## src/core/prg_defines.vh

```
// Constants for the physical random generator with health gate.
// Assumes inclusion by core/prg_health_gate.v only, clocked at 10 MHz.
//
// Contract
// RULE_01: Total-failure check on the source catches complete entropy loss at once.
// RULE_02: After a total failure is detected, no random words are delivered.
// RULE_03: Words depending on raw bits after a failure are withheld.
// RULE_04: Online statistical check runs right after start and throughout operation.
// RULE_05: Output stays blocked until the start-up online check has passed.
// RULE_06: Any online check defect stops delivery of random words.
// RULE_07: Online check scans the raw stream continuously, flags weakness within one window.
// RULE_08: Words are delivered as either eight or sixteen bits.
// RULE_09: Average entropy per internal bit exceeds 0.997; source design must assure it.
// RULE_10: Standard test suite cannot tell internal numbers from an ideal generator.
// RULE_11: A continuous generator test runs on every produced output block.
// RULE_12: User selects quality class by configuration; generator honours the selection.
// RULE_13: Hybrid class stays blocked until post-processing seeded; output rate never exceeds input.
// RULE_14: Each new output block is compared with the previous; equality raises failure.
`ifndef PRG_DEFINES_VH
`define PRG_DEFINES_VH

// Register byte addresses
`define PRG_ADDR_CTRL 12'h000
`define PRG_ADDR_STATUS 12'h004
`define PRG_ADDR_DATA 12'h008

// Control register fields
`define PRG_CTRL_EN 0
`define PRG_CTRL_W16 1
`define PRG_CTRL_HYBRID 2
`define PRG_CTRL_SEEDED 3
`define PRG_CTRL_RESTART 4
`define PRG_CTRL_RESET 4'h0

// Status register fields
`define PRG_ST_GATE 0
`define PRG_ST_TOTAL 1
`define PRG_ST_ONLINE 2
`define PRG_ST_CONT 3
`define PRG_ST_STATE_LO 4
`define PRG_ST_COUNT_LO 8

// Health test limits
`define PRG_RUN_LIMIT 6'h20
`define PRG_WIN_LAST 10'h3FF
`define PRG_ONES_LO 11'h19A
`define PRG_ONES_HI 11'h266

// Word widths
`define PRG_WORD_W 16
`define PRG_BITS_8 5'h08
`define PRG_BITS_16 5'h10

// Output buffer shape
`define PRG_FIFO_DEPTH 32
`define PRG_FIFO_AW 5

`endif

```

## src/core/prg_health_gate.v

```verilog
// Physical random generator: health tests, output gate, word buffer, APB slave.
// Assumes a raw entropy bit sampled synchronously each clock and an APB master.
//
// The APB interface to the registers and the placing of the registers were chosen for this implementation.
`timescale 1ns/100ps
`include "prg_defines.vh"

module prg_fifo #(
   parameter W = 16,
   parameter D = 32,
   parameter AW = 5
) (
   input wire i_clk_sys,
   input wire i_nrst,
   input wire i_flush,
   input wire i_in_valid,
   output wire o_in_ready,
   input wire [W-1:0] i_in_data,
   output wire o_out_valid,
   input wire i_out_ready,
   output wire [W-1:0] o_out_data,
   output wire [AW:0] o_count
);
   reg [W-1:0] mem [0:D-1];
   reg [AW-1:0] wr_ptr;
   reg [AW-1:0] rd_ptr;
   reg [AW:0] count;
   wire push;
   wire pop;

   assign o_in_ready = (count != D[AW:0]);
   assign o_out_valid = (count != {(AW+1){1'b0}});
   assign o_out_data = mem[rd_ptr];
   assign o_count = count;
   assign push = i_in_valid && o_in_ready;
   assign pop = i_out_ready && o_out_valid;

   always @(posedge i_clk_sys)
   begin
      if (push)
         mem[wr_ptr] <= i_in_data;
   end

   always @(posedge i_clk_sys)
   begin
      if (!i_nrst || i_flush)
      begin
         wr_ptr <= {AW{1'b0}};
         rd_ptr <= {AW{1'b0}};
         count <= {(AW+1){1'b0}};
      end
      else
      begin
         if (push)
            wr_ptr <= wr_ptr + 1'b1;
         if (pop)
            rd_ptr <= rd_ptr + 1'b1;
         if (push && !pop)
            count <= count + 1'b1;
         else if (pop && !push)
            count <= count - 1'b1;
      end
   end
endmodule // prg_fifo

module prg_health_gate (
   input wire i_clk_sys,
   input wire i_nrst,
   input wire i_raw_bit,
   input wire i_psel,
   input wire i_penable,
   input wire i_pwrite,
   input wire [11:0] i_paddr,
   input wire [31:0] i_pwdata,
   output reg [31:0] o_prdata,
   output reg o_pready,
   output reg o_pslverr,
   output reg o_gate_open
);
   localparam ST_IDLE = 2'b00;
   localparam ST_START = 2'b01;
   localparam ST_RUN = 2'b10;
   localparam ST_FAIL = 2'b11;

   reg [1:0] state;
   reg [3:0] ctrl;
   reg fl_total;
   reg fl_online;
   reg fl_cont;
   reg last_bit;
   reg [5:0] run_len;
   reg [9:0] win_cnt;
   reg [10:0] ones;
   reg [15:0] shreg;
   reg [4:0] bit_cnt;
   reg hold;
   reg [15:0] word;
   reg [15:0] prev_block;
   reg prev_valid;
   reg rd_ok;

   wire active;
   wire enable;
   wire restart;
   wire apb_setup;
   wire apb_done;
   wire [10:0] ones_next;
   wire win_end;
   wire win_pass;
   wire total_ev;
   wire online_ev;
   wire [4:0] word_bits;
   wire blk_done;
   wire [15:0] blk_next;
   wire cont_ev;
   wire any_fail;
   wire gate_now;
   wire fifo_in_ready;
   wire fifo_out_valid;
   wire [15:0] fifo_out_data;
   wire [5:0] fifo_count;
   wire fifo_flush;
   wire fifo_pop;

   assign apb_setup = i_psel && !i_penable;
   assign apb_done = i_psel && i_penable && o_pready;
   assign restart = apb_done && i_pwrite && (i_paddr == `PRG_ADDR_CTRL)
      && i_pwdata[`PRG_CTRL_RESTART];
   assign enable = ctrl[`PRG_CTRL_EN];
   assign active = (state == ST_START) || (state == ST_RUN);

   // Repetition count on raw bits: a stuck source shows as a long run
   assign total_ev = active && (i_raw_bit == last_bit)
      && (run_len == `PRG_RUN_LIMIT - 6'h01); // RULE_01

   // Ones count over a fixed window, evaluated at every window end
   assign ones_next = ones + {10'h000, i_raw_bit};
   assign win_end = active && (win_cnt == `PRG_WIN_LAST); // RULE_07
   assign win_pass = (ones_next >= `PRG_ONES_LO) && (ones_next <= `PRG_ONES_HI);
   assign online_ev = win_end && !win_pass; // RULE_04

   // Block assembly; width follows the configured word size
   assign word_bits = ctrl[`PRG_CTRL_W16] ? `PRG_BITS_16 : `PRG_BITS_8; // RULE_08 RULE_12
   assign blk_done = active && !hold && (bit_cnt == word_bits - 5'h01);
   assign blk_next = ctrl[`PRG_CTRL_W16] ? {shreg[14:0], i_raw_bit}
      : {8'h00, shreg[6:0], i_raw_bit};
   assign cont_ev = blk_done && prev_valid && (blk_next == prev_block); // RULE_11 RULE_14

   assign any_fail = total_ev || online_ev || cont_ev;

   // Hybrid class needs the post-processing seed before anything leaves
   assign gate_now = (state == ST_RUN) && !any_fail
      && (!ctrl[`PRG_CTRL_HYBRID] || ctrl[`PRG_CTRL_SEEDED]); // RULE_05 RULE_13

   // Discard buffered words on any failure, on a restart or outside the run state: they may hold bad bits
   assign fifo_flush = any_fail || (state != ST_RUN) || restart; // RULE_03
   assign fifo_pop = apb_done && !i_pwrite && (i_paddr == `PRG_ADDR_DATA) && rd_ok;

   prg_fifo #(
      .W(`PRG_WORD_W),
      .D(`PRG_FIFO_DEPTH),
      .AW(`PRG_FIFO_AW)
   ) u_fifo (
      .i_clk_sys(i_clk_sys),
      .i_nrst(i_nrst),
      .i_flush(fifo_flush),
      .i_in_valid(hold && gate_now),
      .o_in_ready(fifo_in_ready),
      .i_in_data(word),
      .o_out_valid(fifo_out_valid),
      .i_out_ready(fifo_pop),
      .o_out_data(fifo_out_data),
      .o_count(fifo_count)
   );

   // Generator state
   always @(posedge i_clk_sys)
   begin
      if (!i_nrst)
         state <= ST_IDLE;
      else if (!enable)
         state <= ST_IDLE;
      else
      begin
         case (state)
            ST_IDLE:
               state <= ST_START;
            ST_START:
               if (any_fail)
                  state <= ST_FAIL; // RULE_02
               else if (win_end)
                  state <= ST_RUN; // RULE_05
            ST_RUN:
               if (any_fail)
                  state <= ST_FAIL; // RULE_06
            ST_FAIL:
               if (restart && !(fl_total || fl_online || fl_cont) )
                  state <= ST_START;
            default:
               state <= ST_IDLE;
         endcase
      end
   end

   // Sticky failure flags; a new event wins over a restart in the same cycle
   always @(posedge i_clk_sys)
   begin
      if (!i_nrst)
      begin
         fl_total <= 1'b0;
         fl_online <= 1'b0;
         fl_cont <= 1'b0;
      end
      else
      begin
         fl_total <= total_ev || (fl_total && !restart); // RULE_01
         fl_online <= online_ev || (fl_online && !restart); // RULE_06
         fl_cont <= cont_ev || (fl_cont && !restart); // RULE_14
      end
   end

   // Health test counters run on every raw bit in the start and run states, requested or not
   always @(posedge i_clk_sys)
   begin
      if (!i_nrst || !active)
      begin
         last_bit <= 1'b0;
         run_len <= 6'h00;
         win_cnt <= 10'h000;
         ones <= 11'h000;
      end
      else
      begin
         last_bit <= i_raw_bit;
         if (i_raw_bit == last_bit && run_len != 6'h00)
            run_len <= run_len + 6'h01;
         else
            run_len <= 6'h01;
         win_cnt <= win_cnt + 10'h001; // RULE_07
         ones <= win_end ? 11'h000 : ones_next;
      end
   end

   // Word assembly; a held word stalls assembly until the buffer takes it or the gate is shut
   always @(posedge i_clk_sys)
   begin
      if (!i_nrst || !active || any_fail)
      begin
         shreg <= 16'h0000;
         bit_cnt <= 5'h00;
         hold <= 1'b0;
         word <= 16'h0000;
      end
      else if (hold)
      begin
         if (!gate_now || fifo_in_ready)
            hold <= 1'b0;
      end
      else if (blk_done)
      begin
         word <= blk_next;
         hold <= 1'b1;
         bit_cnt <= 5'h00;
         shreg <= 16'h0000;
      end
      else
      begin
         shreg <= {shreg[14:0], i_raw_bit}; // RULE_09 RULE_10
         bit_cnt <= bit_cnt + 5'h01;
      end
   end

   // Previous block for the continuous comparison
   always @(posedge i_clk_sys)
   begin
      if (!i_nrst || !active)
      begin
         prev_block <= 16'h0000;
         prev_valid <= 1'b0;
      end
      else if (blk_done)
      begin
         prev_block <= blk_next; // RULE_11
         prev_valid <= 1'b1;
      end
   end

   // Control register
   always @(posedge i_clk_sys)
   begin
      if (!i_nrst)
         ctrl <= `PRG_CTRL_RESET;
      else if (apb_done && i_pwrite && i_paddr == `PRG_ADDR_CTRL)
         ctrl <= i_pwdata[3:0]; // RULE_12
   end

   // APB slave: one wait-free access cycle, read data latched at setup
   always @(posedge i_clk_sys)
   begin
      if (!i_nrst)
      begin
         o_pready <= 1'b0;
         o_prdata <= 32'h00000000;
         o_pslverr <= 1'b0;
         rd_ok <= 1'b0;
      end
      else
      begin
         o_pready <= apb_setup;
         if (apb_setup)
         begin
            o_prdata <= 32'h00000000;
            o_pslverr <= 1'b0;
            rd_ok <= 1'b0;
            case (i_paddr)
               `PRG_ADDR_CTRL:
                  if (!i_pwrite)
                     o_prdata <= {28'h0000000, ctrl};
               `PRG_ADDR_STATUS:
                  if (i_pwrite)
                     o_pslverr <= 1'b1;
                  else
                     o_prdata <= {18'h00000, fifo_count, 2'b00, state, fl_cont,
                        fl_online, fl_total, o_gate_open};
               `PRG_ADDR_DATA:
                  if (i_pwrite || !fifo_out_valid || !gate_now)
                     o_pslverr <= 1'b1; // RULE_02 RULE_06
                  else
                  begin
                     o_prdata <= {16'h0000, fifo_out_data};
                     rd_ok <= 1'b1;
                  end
               default:
                  o_pslverr <= 1'b1;
            endcase
         end
      end
   end

   always @(posedge i_clk_sys)
   begin
      if (!i_nrst)
         o_gate_open <= 1'b0;
      else
         o_gate_open <= gate_now;
   end
endmodule // prg_health_gate

```

## config.mk

```make
export PLATFORM = sky130hd
export DESIGN_NAME = prg_health_gate
export DESIGN_NICKNAME = d
export VERILOG_FILES = /design/src/core/prg_health_gate.v
export VERILOG_INCLUDE_DIRS = /design/src /design/src/core
export SDC_FILE = /design/constraint.sdc
export NUM_CORES = 1
export LEC_CHECK = 0
export BUFFER_PORTS_ARGS = -buffer_cell sky130_fd_sc_hd__buf_2
export CORE_MARGIN = 2
export CORE_UTILIZATION = 45
export CTS_BUF_LIST = sky130_fd_sc_hd__clkbuf_4
export CTS_CLUSTER_DIAMETER = 200
export DETAILED_ROUTE_END_ITERATION = 10
export PLACE_DENSITY = 0.72
export SLEW_MARGIN = 20
export SYNTH_ARGS = -nofsm -noshare
export SYNTH_HDL_FRONTEND = slang
export SYNTH_HIERARCHICAL = 1
export SYNTH_SLANG_ARGS = --single-unit
```

## constraint.sdc

```tcl
create_clock -name i_clk_sys -period 10.89 [get_ports i_clk_sys]
set_input_delay 0.5445 -clock i_clk_sys [delete_from_list [all_inputs] [get_ports i_clk_sys]]
set_output_delay 0.5445 -clock i_clk_sys [all_outputs]
set_load 0.01 [all_outputs]
```

Word-level counts from Yosys, hierarchy flattened
Memory sizes are Yosys's and may differ from the RTL's. A register that Yosys moved wholly into a read port is not among the register bits.
Index checks and enable logic that the tools add are counted.
{"block": "word_totals", "reg_bits": 143, "ramBits": 512, "out_inout_bits": 35, "elab_cells": 152, "n_memories": 1}
{"name": "u_fifo.mem", "depth": 32, "width": 16, "read_ports": 1, "rd_ports_with_merged_regs": 1, "write_ports": 1, "line": "prg_health_gate.v:24", "rtl": "reg [W-1:0] mem [0:D-1];"}
{"block": "classes", "n_addsub": 9, "n_lt_le_gt_ge": 2, "n_eq_ne": 15, "n_mux": 28, "bitwise_logic": 2, "reduce_logical": 71}
{"op": "16-bit case mux with 3 select lines", "n": 1}
{"op": "16-bit 2-to-1 mux", "n": 2}
{"op": "1-bit logical AND", "n": 30}
{"op": "5-bit 2-to-1 mux", "n": 4}
{"op": "1-bit logical OR", "n": 17}
{"op": "16-bit == test", "n": 1}
{"op": "5-bit by 1-bit adder with 5-bit output, second input constant", "n": 3}
{"op": "15-bit 2-to-1 mux", "n": 1}
{"op": "1-bit logical NOT", "n": 14}
{"op": "14-bit 2-to-1 mux", "n": 1}
{"op": "6-bit by 1-bit adder with 6-bit output, second input constant", "n": 2}
{"op": "12-bit by 3-bit == test with 1-bit output, second input constant", "n": 1}
{"op": "12-bit by 4-bit == test with 1-bit output, second input constant", "n": 1}
{"op": "12-bit logical NOT", "n": 1}
{"op": "6-bit 2-to-1 mux", "n": 2}
{"op": "6-bit nonzero test", "n": 2}
{"op": "11-bit by 1-bit adder with 11-bit output", "n": 1}
{"op": "11-bit by 9-bit >= comparator with 1-bit output, second input constant", "n": 1}
{"op": "11-bit by 10-bit less-or-equal comparator with 1-bit output, second input constant", "n": 1}
{"op": "10-bit by 1-bit adder with 10-bit output, second input constant", "n": 1}
{"op": "10-bit == test, second input constant", "n": 1}
{"op": "1-bit 2-to-1 mux", "n": 10}
{"op": "2-bit 2-to-1 mux", "n": 4}
{"op": "2-bit case mux with 4 select lines", "n": 1}
{"op": "other kinds (18)", "n": 24}

Longest topological paths before layout
Gate-level depths: netlist of the first run.
{"block": "depth", "ltp_word": 16, "depth_mapped": 19, "mapped_depth_nobuf": 17}

Cells and area by module
Netlist of the first run, hierarchy kept.
{"module": "prg_fifo", "n_inst": 1, "cells_each": 1079, "area_per_inst_um2": 20714.9, "seq_area_each_um2": 15795.1}
{"module": "prg_health_gate", "n_inst": 1, "cells_each": 605, "area_per_inst_um2": 5043.6, "seq_area_each_um2": 2222.1}

Worst setup path before layout of the first run
OpenSTA, ideal clock, no wires.
{"block": "synth_path", "path_type": "input-to-reg", "start": "in i_raw_bit", "end": "reg u_fifo.count[4], in the netlist u_fifo/o_count[4]", "setup_time_ps": 116, "arrival_time_ps": 4069, "t_required_ps": 10774, "path_slack_ps": 6704, "stages": 19, "path_cell_list": "ha_1 -> ha_1 -> buf_2 -> nand3_1 -> o21ai_0 -> a211oi_1 -> o22ai_1 -> o221ai_2 -> nand3b_1 -> nor2_1 -> o31a_1 -> buf_6 -> ha_1 -> inv_1 -> ha_1 -> nor2b_1 -> o21a_1 -> or3_1 -> a31o_2"}
{"block": "synth_between", "elab_chain_len": 15, "word_cells_on_any_way": 27, "classes_between": "add/sub: 1; order compare: 2; eq/ne: 2; mux: 2; reduce/logical: 20"}
{"item": "from (decl)", "line": "prg_health_gate.v:69", "rtl": "input wire i_raw_bit,"}
{"item": "11-bit by 1-bit adder with 11-bit output", "line": "prg_health_gate.v:137", "rtl": "assign ones_next = ones + {10'h000, i_raw_bit};"}
{"item": "11-bit by 9-bit >= comparator with 1-bit output (no line) / 11-bit by 10-bit less-or-equal comparator with 1-bit output (equally long branches)"}
{"item": "1-bit logical AND", "line": "prg_health_gate.v:139", "rtl": "assign win_pass = (ones_next >= `PRG_ONES_LO) && (ones_next <= `PRG_ONES_HI);"}
{"item": "1-bit logical NOT", "line": "prg_health_gate.v:140", "rtl": "assign online_ev = win_end && !win_pass;"}
{"item": "1-bit logical AND", "line": "prg_health_gate.v:140"}
{"item": "1-bit logical OR", "line": "prg_health_gate.v:149", "rtl": "assign any_fail = total_ev || online_ev || cont_ev;"}
{"item": "1-bit logical OR *", "line": "prg_health_gate.v:149"}
{"item": "1-bit logical NOT *", "line": "prg_health_gate.v:152", "rtl": "assign gate_now = (state == ST_RUN) && !any_fail"}
{"item": "1-bit logical AND * (2 in a row)", "line": "prg_health_gate.v:152"}
{"item": "1-bit logical AND *", "line": "prg_health_gate.v:167", "rtl": ".i_in_valid(hold && gate_now),"}
{"item": "1-bit logical AND *", "line": "prg_health_gate.v:35", "rtl": "assign push = i_in_valid && o_in_ready;"}
{"item": "named net u_fifo.push", "line": "prg_health_gate.v:28", "rtl": "wire push;"}
{"item": "1-bit logical NOT", "line": "prg_health_gate.v:60", "rtl": "else if (pop && !push)"}
{"item": "1-bit logical AND", "line": "prg_health_gate.v:60"}
{"item": "2-bit nonzero test (no line)"}
{"item": "to (signal assigned)", "line": "prg_health_gate.v:50", "rtl": "count <= {(AW+1){1'b0}};"}
{"item": "to (signal assigned)", "line": "prg_health_gate.v:59", "rtl": "count <= count + 1'b1;"}
{"item": "to (signal assigned)", "line": "prg_health_gate.v:61", "rtl": "count <= count - 1'b1;"}
{"item": "to (decl)", "line": "prg_health_gate.v:27", "rtl": "reg [AW:0] count;"}
The timed path passes the listed nets; every way through them passes the cells marked *.
A chain may end at the register's enable or synchronous reset.

Worst setup path after layout of the first run
{"block": "layout_path", "start": "in i_raw_bit", "end": "reg u_fifo.count[5], in the netlist u_fifo/o_count[5]"}
{"block": "layout_between", "elab_chain_len": 15, "word_cells_on_any_way": 27, "classes_between": "add/sub: 1; order compare: 2; eq/ne: 2; mux: 2; reduce/logical: 20"}
{"item": "11-bit by 1-bit adder with 11-bit output", "line": "prg_health_gate.v:137"}
{"item": "11-bit by 9-bit >= comparator with 1-bit output (no line) / 11-bit by 10-bit less-or-equal comparator with 1-bit output (equally long branches)"}
{"item": "1-bit logical AND", "line": "prg_health_gate.v:139"}
{"item": "1-bit logical NOT", "line": "prg_health_gate.v:140"}
{"item": "1-bit logical AND", "line": "prg_health_gate.v:140"}
{"item": "1-bit logical OR", "line": "prg_health_gate.v:149"}
{"item": "1-bit logical OR *", "line": "prg_health_gate.v:149"}
{"item": "1-bit logical NOT", "line": "prg_health_gate.v:152"}
{"item": "1-bit logical AND (2 in a row)", "line": "prg_health_gate.v:152"}
{"item": "1-bit logical AND", "line": "prg_health_gate.v:167"}
{"item": "1-bit logical AND", "line": "prg_health_gate.v:35"}
{"item": "1-bit logical NOT", "line": "prg_health_gate.v:60"}
{"item": "1-bit logical AND", "line": "prg_health_gate.v:60"}
{"item": "2-bit nonzero test (no line)"}
Mark *: on every way between the ends. The rest lies on a longest branch, timed or not.

==> run metrics, run 1 <==
Initial DRT Pass Iterations 6; Gate power share 0.004; die width 243 um; Iter 0 DRT Violations approximately 1600; Critical R2R Capture u_fifo/o_count[5]; Tmin final slightly above 5000 ps; Routed Antenna Nets 0; Final Cycle Share 0.469; initial antenna violation count 1; largest cells by area after synthesis edfxtp_1 (60%), dfxtp_1 (10%), mux4_2 (5.6%); Arr. time, crit path 5980 ps; Worst Setup EP u_fifo/o_count[5]; sequential area share after synthesis 0.699; PD cells 160 nW/um^2; synth warn 6; root buf cell clkbuf_4; top-count cell post-synth edfxtp_1; Initial Utilization 0.456; layout cells sized above 1 0.224; part of the power in registers 0.565; Yosys top cell by area edfxtp_1; number of buffers created by CTS approximately 160; CTS max path bufs 3; via count between 15000 and 20000; first-pass GRT wire length 86800 um; Total Routing Usage GR 0.194; CP Buf/Inv Count 3; Die Y 243 um; worst hold path class input port to flop; cell internal pwr about 3.7 mW; CP Capture Type flop; Setup CP Type input port to flop; Max VDD drop 94.7 uV; CP delay by family, top simple AND/OR/NAND/NOR gates; Critical Path Start i_raw_bit; detailed placement HPWL 33800 um; largest net degree at the start of global routing slightly above 60; Mapped Cells 1684; final setup fails 0; leakage power 8.86 nW; sw frac 0.202; Post-synth EDFFs 512; Post-Route Skew 56.7 ps; Placed Instance Area 26900 um^2; CP startpoint kind input port; status complete, no violations; Async SR Flop Fraction 0; FF+latch area 18000 um^2; crit path cell chain dlygate4sd3_1 -> buf_2 -> ha_1 -> ha_1 -> nand3_1 -> nor3_2 -> and3_1 -> o22ai_1 -> o221ai_2 -> nand3b_1 -> nor2_1 -> o31a_1 -> ha_1 -> inv_1 -> ha_1 -> and3_2 -> o41ai_1 -> o21ai_0 -> nand3_1; area grow syn2layout 12.5%; Synth Area per Inst approximately 15 um^2; Clk pwr share 0.432; Worst Tran Pin Value roughly 1100 ps; post-layout power 4.63 mW; Crit path depth 19; area of the die ~60000 um^2; clock latency on the worst-skew pair ~960 ps; most frequent CP cell ha_1; num rows 87; Top Ports 85; CTS tree done; reg2reg setup slack 5830 ps; Max FO, Critical Path 10; Routed WL between 50000 and 60000 um; Reg2Reg Depth 17; final-stage net count just under 2000; GRT Residual Overflow 0; Max Fclk approximately 0.2 GHz; #FFs+latches synth between 600 and 700; Reg2Reg Launch Point ones[0]; # clock sinks approximately 640; vias in the first global route 15100; Critical Path RT 11760 ps; Main synth FF type edfxtp_1; post-route insts no fill around 2700; Vias/cell between 5 and 6; Synth Cell Area 25800 um^2; Distinct cells, synth 70; max-slew violations 0; RSZ-0062 raised after global routing no; Slew Limit Headroom 0.292; final core occ 0.513; setup TNS 0 ps; # port buffers ~40; CP peak stage delay 520 ps; top cell type's share of synthesized area 0.597; Core Region 56500 um^2; area of the multi-input gates 7140 um^2; FILL cells 4615; DR WL/cell ~21 um; H-tree Lvls 4; NetSw 0.935 mW; dpl cells approximately 2400; Final Hold Fails 0; Commonest cells post-synth edfxtp_1 (512), mux2i_1 (135), dfxtp_1 (132), nor2_1 (114), a22oi_1 (106); Worst-path clk slew about 70 ps; post_cts resized 0; max-cap violations 0; crit path max-delay cell type dlygate4sd3_1; Final Cell Area between 20000 and 30000 um^2; DR DRC count 0; GP Congestion 0.829
==> worst register-to-register path, cell delays in order (launching register included) <==
cell,delay (ps)
dfxtp_1,310
ha_1,200
ha_1,370
nand3_1,250
nor3_2,300
and3_1,220
o22ai_1,90
o221ai_2,380
nand3b_1,250
nor2_1,340
o31a_1,500
ha_1,320
inv_1,170
ha_1,310
and3_2,240
o41ai_1,470
o21ai_0,170
nand3_1,100
==> worst min path at each step <==
stage / from / endpoint / cells past startpoint
4_1_cts: i_pwdata[4] / fl_cont / 5
6_report: i_pwdata[4] / fl_cont / 5
5_1_grt: i_pwdata[4] / fl_online / 5
3_3_place_gp: win_cnt[0] / win_cnt[0] / 1
2_1_floorplan: win_cnt[0] / win_cnt[0] / 1
3_5_place_dp: rd_ok / rd_ok / 2
==> what timing repair did <==
item / in CTS / in global routing
endpoints found under the hold margin: 11 / 0
setup buffers: 0 / 0
hold buffers: 7 / 0
==> power by group through the flow <==
stage	Combinational [mW]	Sequential [mW]	Clock (mW)
floorplan	0.0114	2.67	0
global placement	0.0142	2.67	0
detailed placement	0.0145	2.67	0
CTS	0.0165	2.62	2.05
global route	0.0185	2.61	2.18
finish	0.0169	2.62	2.00
==> layer usage <==
layer  share of wire  GRT usage  vias up  wire [um]
met4           0.024     0.0799        0       1390
li1                -          -     6924          -
met1            0.41      0.246     7563      23400
met3           0.076     0.0519       85       4320
met2            0.49      0.316      607      28000
met5               0          0        -          0
==> sequential cells by signal (all words and copies together), names as in the netlist, 2 cells and up, named ones only <==
register and count:
shreg 15, u_fifo/wr_ptr 5, win_cnt 10, run_len 6, prev_block 16, ctrl 4
o_prdata 16, bit_cnt 5, state 2, ones 11, u_fifo/o_count 6, u_fifo/rd_ptr 5
word 16, u_fifo/mem 512
==> final cells by class <==
class                           instances  area share
Antenna cell                            1   0.0000864
Timing Repair Buffer                   98      0.0225
Multi-Input combinational cell        906       0.246
Clock buffer                          234      0.0606
Sequential cell                       644       0.622
Tap cell                              756      0.0326
Inverter                               43     0.00557
Clock inverter                         43     0.00972
==> layout by cell type (no fill, tap or decap), types with 8 or more instances in the layout <==
master    instances
edfxtp_1        512
clkbuf_4        234
mux2i_1         135
dfxtp_1         121
nor2_1          113
a22oi_1         106
nand2_1          80
mux4_2           64
a21oi_1          62
nand3_1          56
buf_4            50
inv_1            42
buf_2            41
and3_1           30
xor2_1           28
clkinv_1         26
nand4_1          24
ha_1             20
xnor2_1          17
o22ai_1          17
conb_1           16
o21ai_0          15
nor3_1           12
and2_1           10
nor2b_1           9
dfxtp_2           9
nand3b_1          8
==> logic make-up (layout without fill, tap and decap cells) <==
| group | count (synthesis) | count (layout) | synth area share |
|---|---|---|---|
| adders and majority gates | 21 | 21 | 0.0105 |
| other | 1 | 17 | 0.000146 |
| AOI/OAI and AO/OA | 240 | 240 | 0.0658 |
| muxes | 199 | 199 | 0.108 |
| xor gates and xnor gates | 45 | 45 | 0.0153 |
| and+or+nand+nor | 385 | 385 | 0.0741 |
| DFF | 644 | 644 | 0.699 |
| buffers and inverters | 149 | 418 | 0.0262 |
==> stage by stage <==
stage / setup slack, ps / hold WS [ps]
floorplan: 6700 / 413
global placement: 5610 / 425
detailed placement: 5500 / 440
CTS: 5930 / 6.87
global route: 5340 / 77.2
finish: 5780 / 109
(Power assumes the default switching activity.)
==> inputs of run 2 (changes only) <==
--- a/config.mk
+++ b/config.mk
@@ -6,13 +6,14 @@
 export SDC_FILE = /design/constraint.sdc
 export NUM_CORES = 1
 export LEC_CHECK = 0
+export ABC_AREA = 1
 export BUFFER_PORTS_ARGS = -buffer_cell sky130_fd_sc_hd__buf_2
 export CORE_MARGIN = 2
 export CORE_UTILIZATION = 45
 export CTS_BUF_LIST = sky130_fd_sc_hd__clkbuf_4
 export CTS_CLUSTER_DIAMETER = 200
 export DETAILED_ROUTE_END_ITERATION = 10
-export PLACE_DENSITY = 0.72
+export PLACE_DENSITY = 0.74
 export SLEW_MARGIN = 20
 export SYNTH_ARGS = -nofsm -noshare
 export SYNTH_HDL_FRONTEND = slang
==> constraint.sdc (replaced) <==
create_clock -name i_clk_sys -period 4.7 [get_ports i_clk_sys]
set_input_delay 0.235 -clock i_clk_sys [delete_from_list [all_inputs] [get_ports i_clk_sys]]
set_output_delay 0.235 -clock i_clk_sys [all_outputs]
set_load 0.01 [all_outputs]
==> run 2 against run 1 <==
  * Via count is 31% higher
  * Clock-buffer cell count is 7 lower
  * First-iteration DRC count is 26% higher
  * Worst hold slack better by 31 ps
  * Die area is 5.2% higher
  * Routed wire length is 16% higher
  * Final cell count is 33% higher
  * Setup slack worse by 5700 ps
  * Core utilization is 0.055 points higher
  * Global-route usage is 2.0 points higher
  * Sequential share of layout area is 3.0 points lower
  * Synthesized cell count is 53% higher
  * Largest power group unchanged
  * Highest routed layer unchanged
==> run metrics, run 2 <==
setup TNS 0 ps (unchanged); # port buffers 41 (unchanged); Distinct cells, synth 48 (-31%); reg2reg setup slack 900 ps (-4930 ps); CTS tree done; Hold EP last_bit; Slew Limit Headroom 0.238 (-0.0537); Arr. time, crit path 5460 ps (-520 ps); GP Congestion 0.864 (+4.2%); CP peak stage delay 590 ps (+70 ps); Commonest cells post-synth nand2_1 (838), edfxtp_1 (512), nand3_1 (429), nor2_1 (138), dfxtp_1 (132); number of buffers created by CTS 160 (+1.9%); sequential area share after synthesis 0.664 (-0.0350); #FFs+latches synth 644 (unchanged); commonest non-fill, non-tap cells in the layout nand2_1 (836), edfxtp_1 (512), nand3_1 (429), clkbuf_4 (227), nor2_1 (137); hold path depth 4 (-1); Final Cycle Share 0.974; DR DRC count 0 (unchanged); top cell type's share of synthesized area 0.567 (-0.0299); leakage power 11.1 nW (+25%); CP Capture Type flop; Main synth FF type edfxtp_1; Synth Cell Area 27100 um^2 (+5.3%); via count 19900 (+31%); Setup CP Type input port to flop; # clock sinks 644 (unchanged); Die Y 249 um (+2.6%); largest cells by area after synthesis edfxtp_1 (57%), nand2_1 (12%), dfxtp_1 (9.7%); num rows 89 (+2.3%); Max Fclk 0.218 GHz; Mapped Cells 2576 (+53%); Tmin final approximately 4600 ps; largest net degree at the start of global routing 222 (+260%); RSZ-0062 raised after global routing no; max-slew violations 0 (unchanged); synth warn 6 (unchanged); Yosys top cell by area edfxtp_1; Final Hold Fails 0 (unchanged); CTS max path bufs 3 (unchanged); Post-synth EDFFs 512 (unchanged); Initial Utilization 0.458 (+0.00176); crit path cell chain dlygate4sd3_1 -> buf_2 -> nor2_1 -> dlygate4sd3_1 -> nand2_1 -> dlygate4sd3_1 -> nor2_2 -> dlygate4sd3_1 -> inv_1 -> nor3_1 -> dlygate4sd3_1 -> inv_1 -> nor3_2 -> nand2_2 -> ha_1 -> inv_2 -> ha_1 -> a21oi_1 -> o21ai_0 -> xor2_1 -> o21ai_0 -> inv_1; root buf cell clkbuf_4; Critical Path RT 5580 ps (-6180 ps); Fin Hold WS 140 ps (+30.7 ps); first-pass GRT wire length 104000 um (+20%); clock latency on the worst-skew pair 1010 ps (+50 ps); crit path max-delay cell type dlygate4sd3_1; Core Region 59200 um^2 (+4.9%); max-cap violations 0 (unchanged); Post-Route Skew 64.3 ps (+7.59 ps); top-count cell post-synth nand2_1; most common cell after layout, fill and taps aside nand2_1; DR WL/cell 18.3 um (-13%); Top Ports 85 (unchanged); FF+latch area 18000 um^2 (about the same); Synth Area per Inst 10.5 um^2 (-31%); area grow syn2layout 12.2%; Reg2Reg Depth 23 (+6); Async SR Flop Fraction 0 (unchanged); worst hold path class input port to flop; layout cells sized above 1 0.150 (-0.0738); CP startpoint kind input port; vias in the first global route 19800 (+31%); min-delay src i_raw_bit; most frequent CP cell dlygate4sd3_1; Vias/cell 5.47 (-1.7%); Initial DRT Pass Iterations 8 (+2); FILL cells 5067 (+9.8%); H-tree Lvls 4 (unchanged); Critical R2R Capture u_fifo/o_count[4]; area of the multi-input gates 7920 um^2 (+11%); area of the die 62200 um^2 (+5.2%); Worst Tran Pin Value 1140 ps (+81.7 ps); Routed WL 66500 um (+16%); Worst-path clk slew 60 ps (about the same); Reg2Reg Launch Point ones[0]; GRT Residual Overflow 0 (unchanged); Largest register FFs 512 (unchanged); PD cells 354 nW/um^2 (+120%); final setup fails 0 (unchanged); initial antenna violation count 3 (+2); Iter 0 DRT Violations 1970 (+26%); status complete, no violations; Max VDD drop 220 uV (+130%); PnR worst setup slack 121 ps (-5660 ps); final-stage net count 2808 (+46%); Max FO, Critical Path 7 (-3); final core occ 0.513 (+0.000553); die width 249 um (+2.6%); detailed placement HPWL 35900 um (+6.3%); pre-CTS setup slack 855 ps (-4650 ps); Critical Path Start i_paddr[6]; most flop-heavy register u_fifo/mem; Routed Antenna Nets 0 (unchanged); Setup Fix Bufs, Post-CTS 0 (unchanged); Total Routing Usage GR 0.214 (+0.0202)
[run 2: where the power goes]
group          leakage, nW  switching [mW]  internal [mW]
Sequential            5.36        0.000614           6.06
Combinational         4.52          0.0291         0.0209
Clock                 1.19            2.22           2.45
Total                 11.1            2.25           8.53
[run 2: critical path: cells and delay by family]
family | cells | cell delay (ps)
buffers and inverters | 10 | 3280
xor gates and xnor gates | 1 | 150
and+or+nand+nor | 6 | 820
AOI/OAI and AO/OA | 3 | 410
adders and majority gates | 2 | 560
[run 2: routing by layer]
| layer | up-vias | GRT usage | routed length (um) |
|---|---|---|---|
| li1 | 9230 | - | - |
| met1 | 9507 | 0.260 | 25600 |
| met2 | 977 | 0.355 | 32300 |
| met3 | 175 | 0.0478 | 5980 |
| met4 | 0 | 0.117 | 2630 |
| met5 | - | 0 | 0 |
[run 2: through the flow]
step | total power [mW] | std cells | area [um^2]
final | 10.8 | 3634 | 30400
after detailed placement | 6.22 | 3312 | 28000
after CTS | 10.9 | 3630 | 30400
after floorplan | 6.22 | 2591 | 27200
after global routing | 11.2 | 3634 | 30400
after global placement | 6.22 | 3312 | 28000
[run 2: area by class of cell]
class,count,area share
clock inverters,55,0.0114
diodes,4,0.000329
repair buffers,135,0.0346
flip-flops and latches,644,0.593
clock buffers,227,0.0560
multi-input cells,1697,0.260
well taps,773,0.0318
inverters,99,0.0126
[run 2: timing repair]
item | 4_1_cts | 5_1_grt
endpoints found under the hold margin | 63 | 0
hold buffers | 36 | 0
gates resized for setup | 0 | 4
endpoints found under the setup margin | 0 | 3
[run 2: worst max path at each step]
stage	end	depth (start not counted)
finish	u_fifo/o_count[4]	22
global route	u_fifo/o_count[4]	22
CTS	u_fifo/o_count[4]	22
detailed placement	u_fifo/o_count[4]	24
global placement	u_fifo/o_count[4]	26
floorplan	u_fifo/mem[13][0]	15
[run 2: logic make-up after synthesis]
group / synth area share
fa+ha+maj: 0.00997
xor+xnor: 0.00517
compound gates: 0.0319
buf+inv: 0.0517
other cells: 0.000138
flops: 0.664
simple gates: 0.237
==> inputs of run 3 (changes only) <==
--- a/config.mk
+++ b/config.mk
@@ -11,9 +11,9 @@
 export CORE_MARGIN = 2
 export CORE_UTILIZATION = 45
 export CTS_BUF_LIST = sky130_fd_sc_hd__clkbuf_4
-export CTS_CLUSTER_DIAMETER = 200
+export CTS_CLUSTER_DIAMETER = 80
 export DETAILED_ROUTE_END_ITERATION = 10
-export PLACE_DENSITY = 0.74
+export PLACE_DENSITY = 0.72
 export SLEW_MARGIN = 20
 export SYNTH_ARGS = -nofsm -noshare
 export SYNTH_HDL_FRONTEND = slang
==> constraint.sdc (replaced) <==
create_clock -name i_clk_sys -period 4.9 [get_ports i_clk_sys]
set_input_delay 0.245 -clock i_clk_sys [delete_from_list [all_inputs] [get_ports i_clk_sys]]
set_output_delay 0.245 -clock i_clk_sys [all_outputs]
set_load 0.01 [all_outputs]
==> run 3 against run 2 <==
  * The run now ends with DRC left
  * Setup slack better by 940 ps
  * Critical path depth is 2 lower
  * Sequential share of layout area is 0.35 points higher
  * Routed wire length is 2.7% lower
  * Clock-buffer cell count is 14 higher
  * Core utilization is 0.30 points lower
  * Final area is 0.58% lower
  * Critical endpoint unchanged
==> run metrics, run 3 (synthesis results as in run 2) <==
CTS tree done; largest net degree at the start of global routing 202 (-9.0%); RSZ-0062 raised after global routing no; via count 19400 (-2.4%); Gate power share 0.005 (about the same); violated checks DRC; Worst Tran Pin Value 1010 ps (-128 ps); Slew Limit Headroom 0.321 (+0.0826); post-route insts no fill 3617 (-0.47%); initial antenna violation count 2 (-1); layout cells sized above 1 0.151 (+0.000791); final core occ 0.510 (-0.00298); CTS max path bufs 3 (unchanged); Post-Route Skew 45.3 ps (-19.0 ps); first-pass GRT wire length 101000 um (-3.0%); cell internal pwr 8.11 mW (-5.0%); Max VDD drop 181 uV (-17%); Routed Antenna Nets 0 (unchanged); number of buffers created by CTS 160 (unchanged); Final Hold Fails 0 (unchanged); root buf cell clkbuf_4; Tmin final 3830 ps; CP Capture Type flop; clock latency on the worst-skew pair 920 ps (-90 ps); Critical Path RT 5690 ps (+110 ps); Vias/cell 5.37 (-1.9%); post_cts resized 0 (unchanged); detailed placement HPWL 35600 um (-0.86%); final-stage net count 2804 (-0.14%); hold buffers post-CTS 30 (-17%); DR DRC count 1 (+1); Initial Utilization 0.458 (unchanged); sw frac 0.201 (-0.00817); leakage power 11.0 nW (-0.38%); H-tree Lvls 4 (unchanged); Routed WL 64700 um (-2.7%); PnR worst setup slack 1070 ps (+945 ps); status finished with violations; Largest register FFs 512 (unchanged); Setup CP Type flop to flop; Arr. time, crit path 4630 ps (-830 ps); area of the die 62200 um^2 (unchanged); Max Fclk 0.261 GHz; die width 249 um (unchanged); GP Congestion 0.852 (-1.4%); max-cap violations 0 (unchanged); most flop-heavy register u_fifo/mem; part of the power in registers 0.573 (+0.011); Final Cell Area 30200 um^2 (-0.58%); area of the multi-input gates 7910 um^2 (-0.13%); setup TNS 0 ps (unchanged); FILL cells 5070 (+0.059%); vias in the first global route 19100 (-3.7%); CP startpoint kind flop; Die Y 249 um (unchanged); most common cell after layout, fill and taps aside nand2_1; Clk pwr share 0.422 (-0.011); Top Ports 85 (unchanged); Max FO, Critical Path 7 (unchanged); Total Routing Usage GR 0.208 (-0.00598); pre-CTS setup slack 970 ps (+115 ps); Placed Instance Area 28000 um^2 (about the same); Final Cycle Share 0.783; Setup Fix Bufs, Post-CTS 0 (unchanged); Fin Hold WS 165 ps (+24.6 ps); worst hold path class input port to flop; DR WL/cell 17.9 um (-2.2%); post-layout power 10.1 mW (-6.0%); num rows 89 (unchanged); Worst-path clk slew 70 ps (about the same); Iter 0 DRT Violations 1915 (-2.8%); GRT Residual Overflow 0 (unchanged); Core Region 59200 um^2 (unchanged); # port buffers 41 (unchanged); commonest non-fill, non-tap cells in the layout nand2_1 (837), edfxtp_1 (512), nand3_1 (429), clkbuf_4 (241), nor2_1 (138); NetSw 2.03 mW (-9.6%); final setup fails 0 (unchanged); area grow syn2layout 11.5%; dpl cells 3314 (+0.060%); # clock sinks 644 (unchanged); max-slew violations 0 (unchanged); FF+latch area 18000 um^2 (unchanged); PD cells 335 nW/um^2 (-5.4%); Initial DRT Pass Iterations 9 (+1)
==> run 3: changes by cell type in the layout (fill, tap and decap cells not counted), moves of 2 or more <==
cell           delta
diode_2           -2
dlygate4sd3_1     -6
clkinv_2          -2
clkinv_1         -12
clkinvlp_4        -7
buf_4             +3
clkbuf_4         +14
bufinv_16         -3
==> run 3: final timing paths <==
kind / slack, ps / depth (start not counted) / start / end
min: 160 / 9 / i_paddr[8] / o_prdata[4]
max: 1070 / 20 / state[0] / u_fifo/o_count[4]
min reg2reg: 450 / 1 / win_cnt[0] / win_cnt[0]
max reg2reg: 1070 / 20 / state[0] / u_fifo/o_count[4]
==> run 3: power groups by stage <==
stage	Combinational, mW	Clock (mW)	Sequential (mW)
finish	0.0459	4.28	5.81
global route	0.0492	4.65	5.81
CTS	0.0434	4.39	5.81
detailed placement	0.0320	0	5.93
global placement	0.0313	0	5.93
floorplan	0.0279	0	5.93
==> run 3: routing by layer <==
metal  global-route usage  share of wire  vias up
li1                     -              -     9226
met2                0.348           0.50      826
met4                0.102          0.027        0
met3               0.0416          0.077      121
met5                    0              0        -
met1                0.259           0.40     9242
==> run 3: final cells by class <==
cell class                 instances  area share
clock buffer                     241      0.0598
multi-input combinational       1697       0.262
tap                              773      0.0320
inverter                          99      0.0126
sequential                       644       0.596
clock inverter                    30     0.00468
timing repair buffer             131      0.0329
antenna                            2    0.000165
==> run 3: worst max-delay path, stage by stage (launching register included) <==
cell	delay, ps
dfxtp_1	400
inv_1	80
ha_1	370
inv_1	110
nand3_1	100
nor2_2	100
nand2_1	70
nor2_1	50
a21oi_1	330
nand4_4	210
nor2_1	220
nand2_2	80
inv_1	190
ha_1	270
inv_1	140
ha_1	350
a21oi_1	140
o21ai_0	120
xor2_1	160
o21ai_0	150
inv_1	50
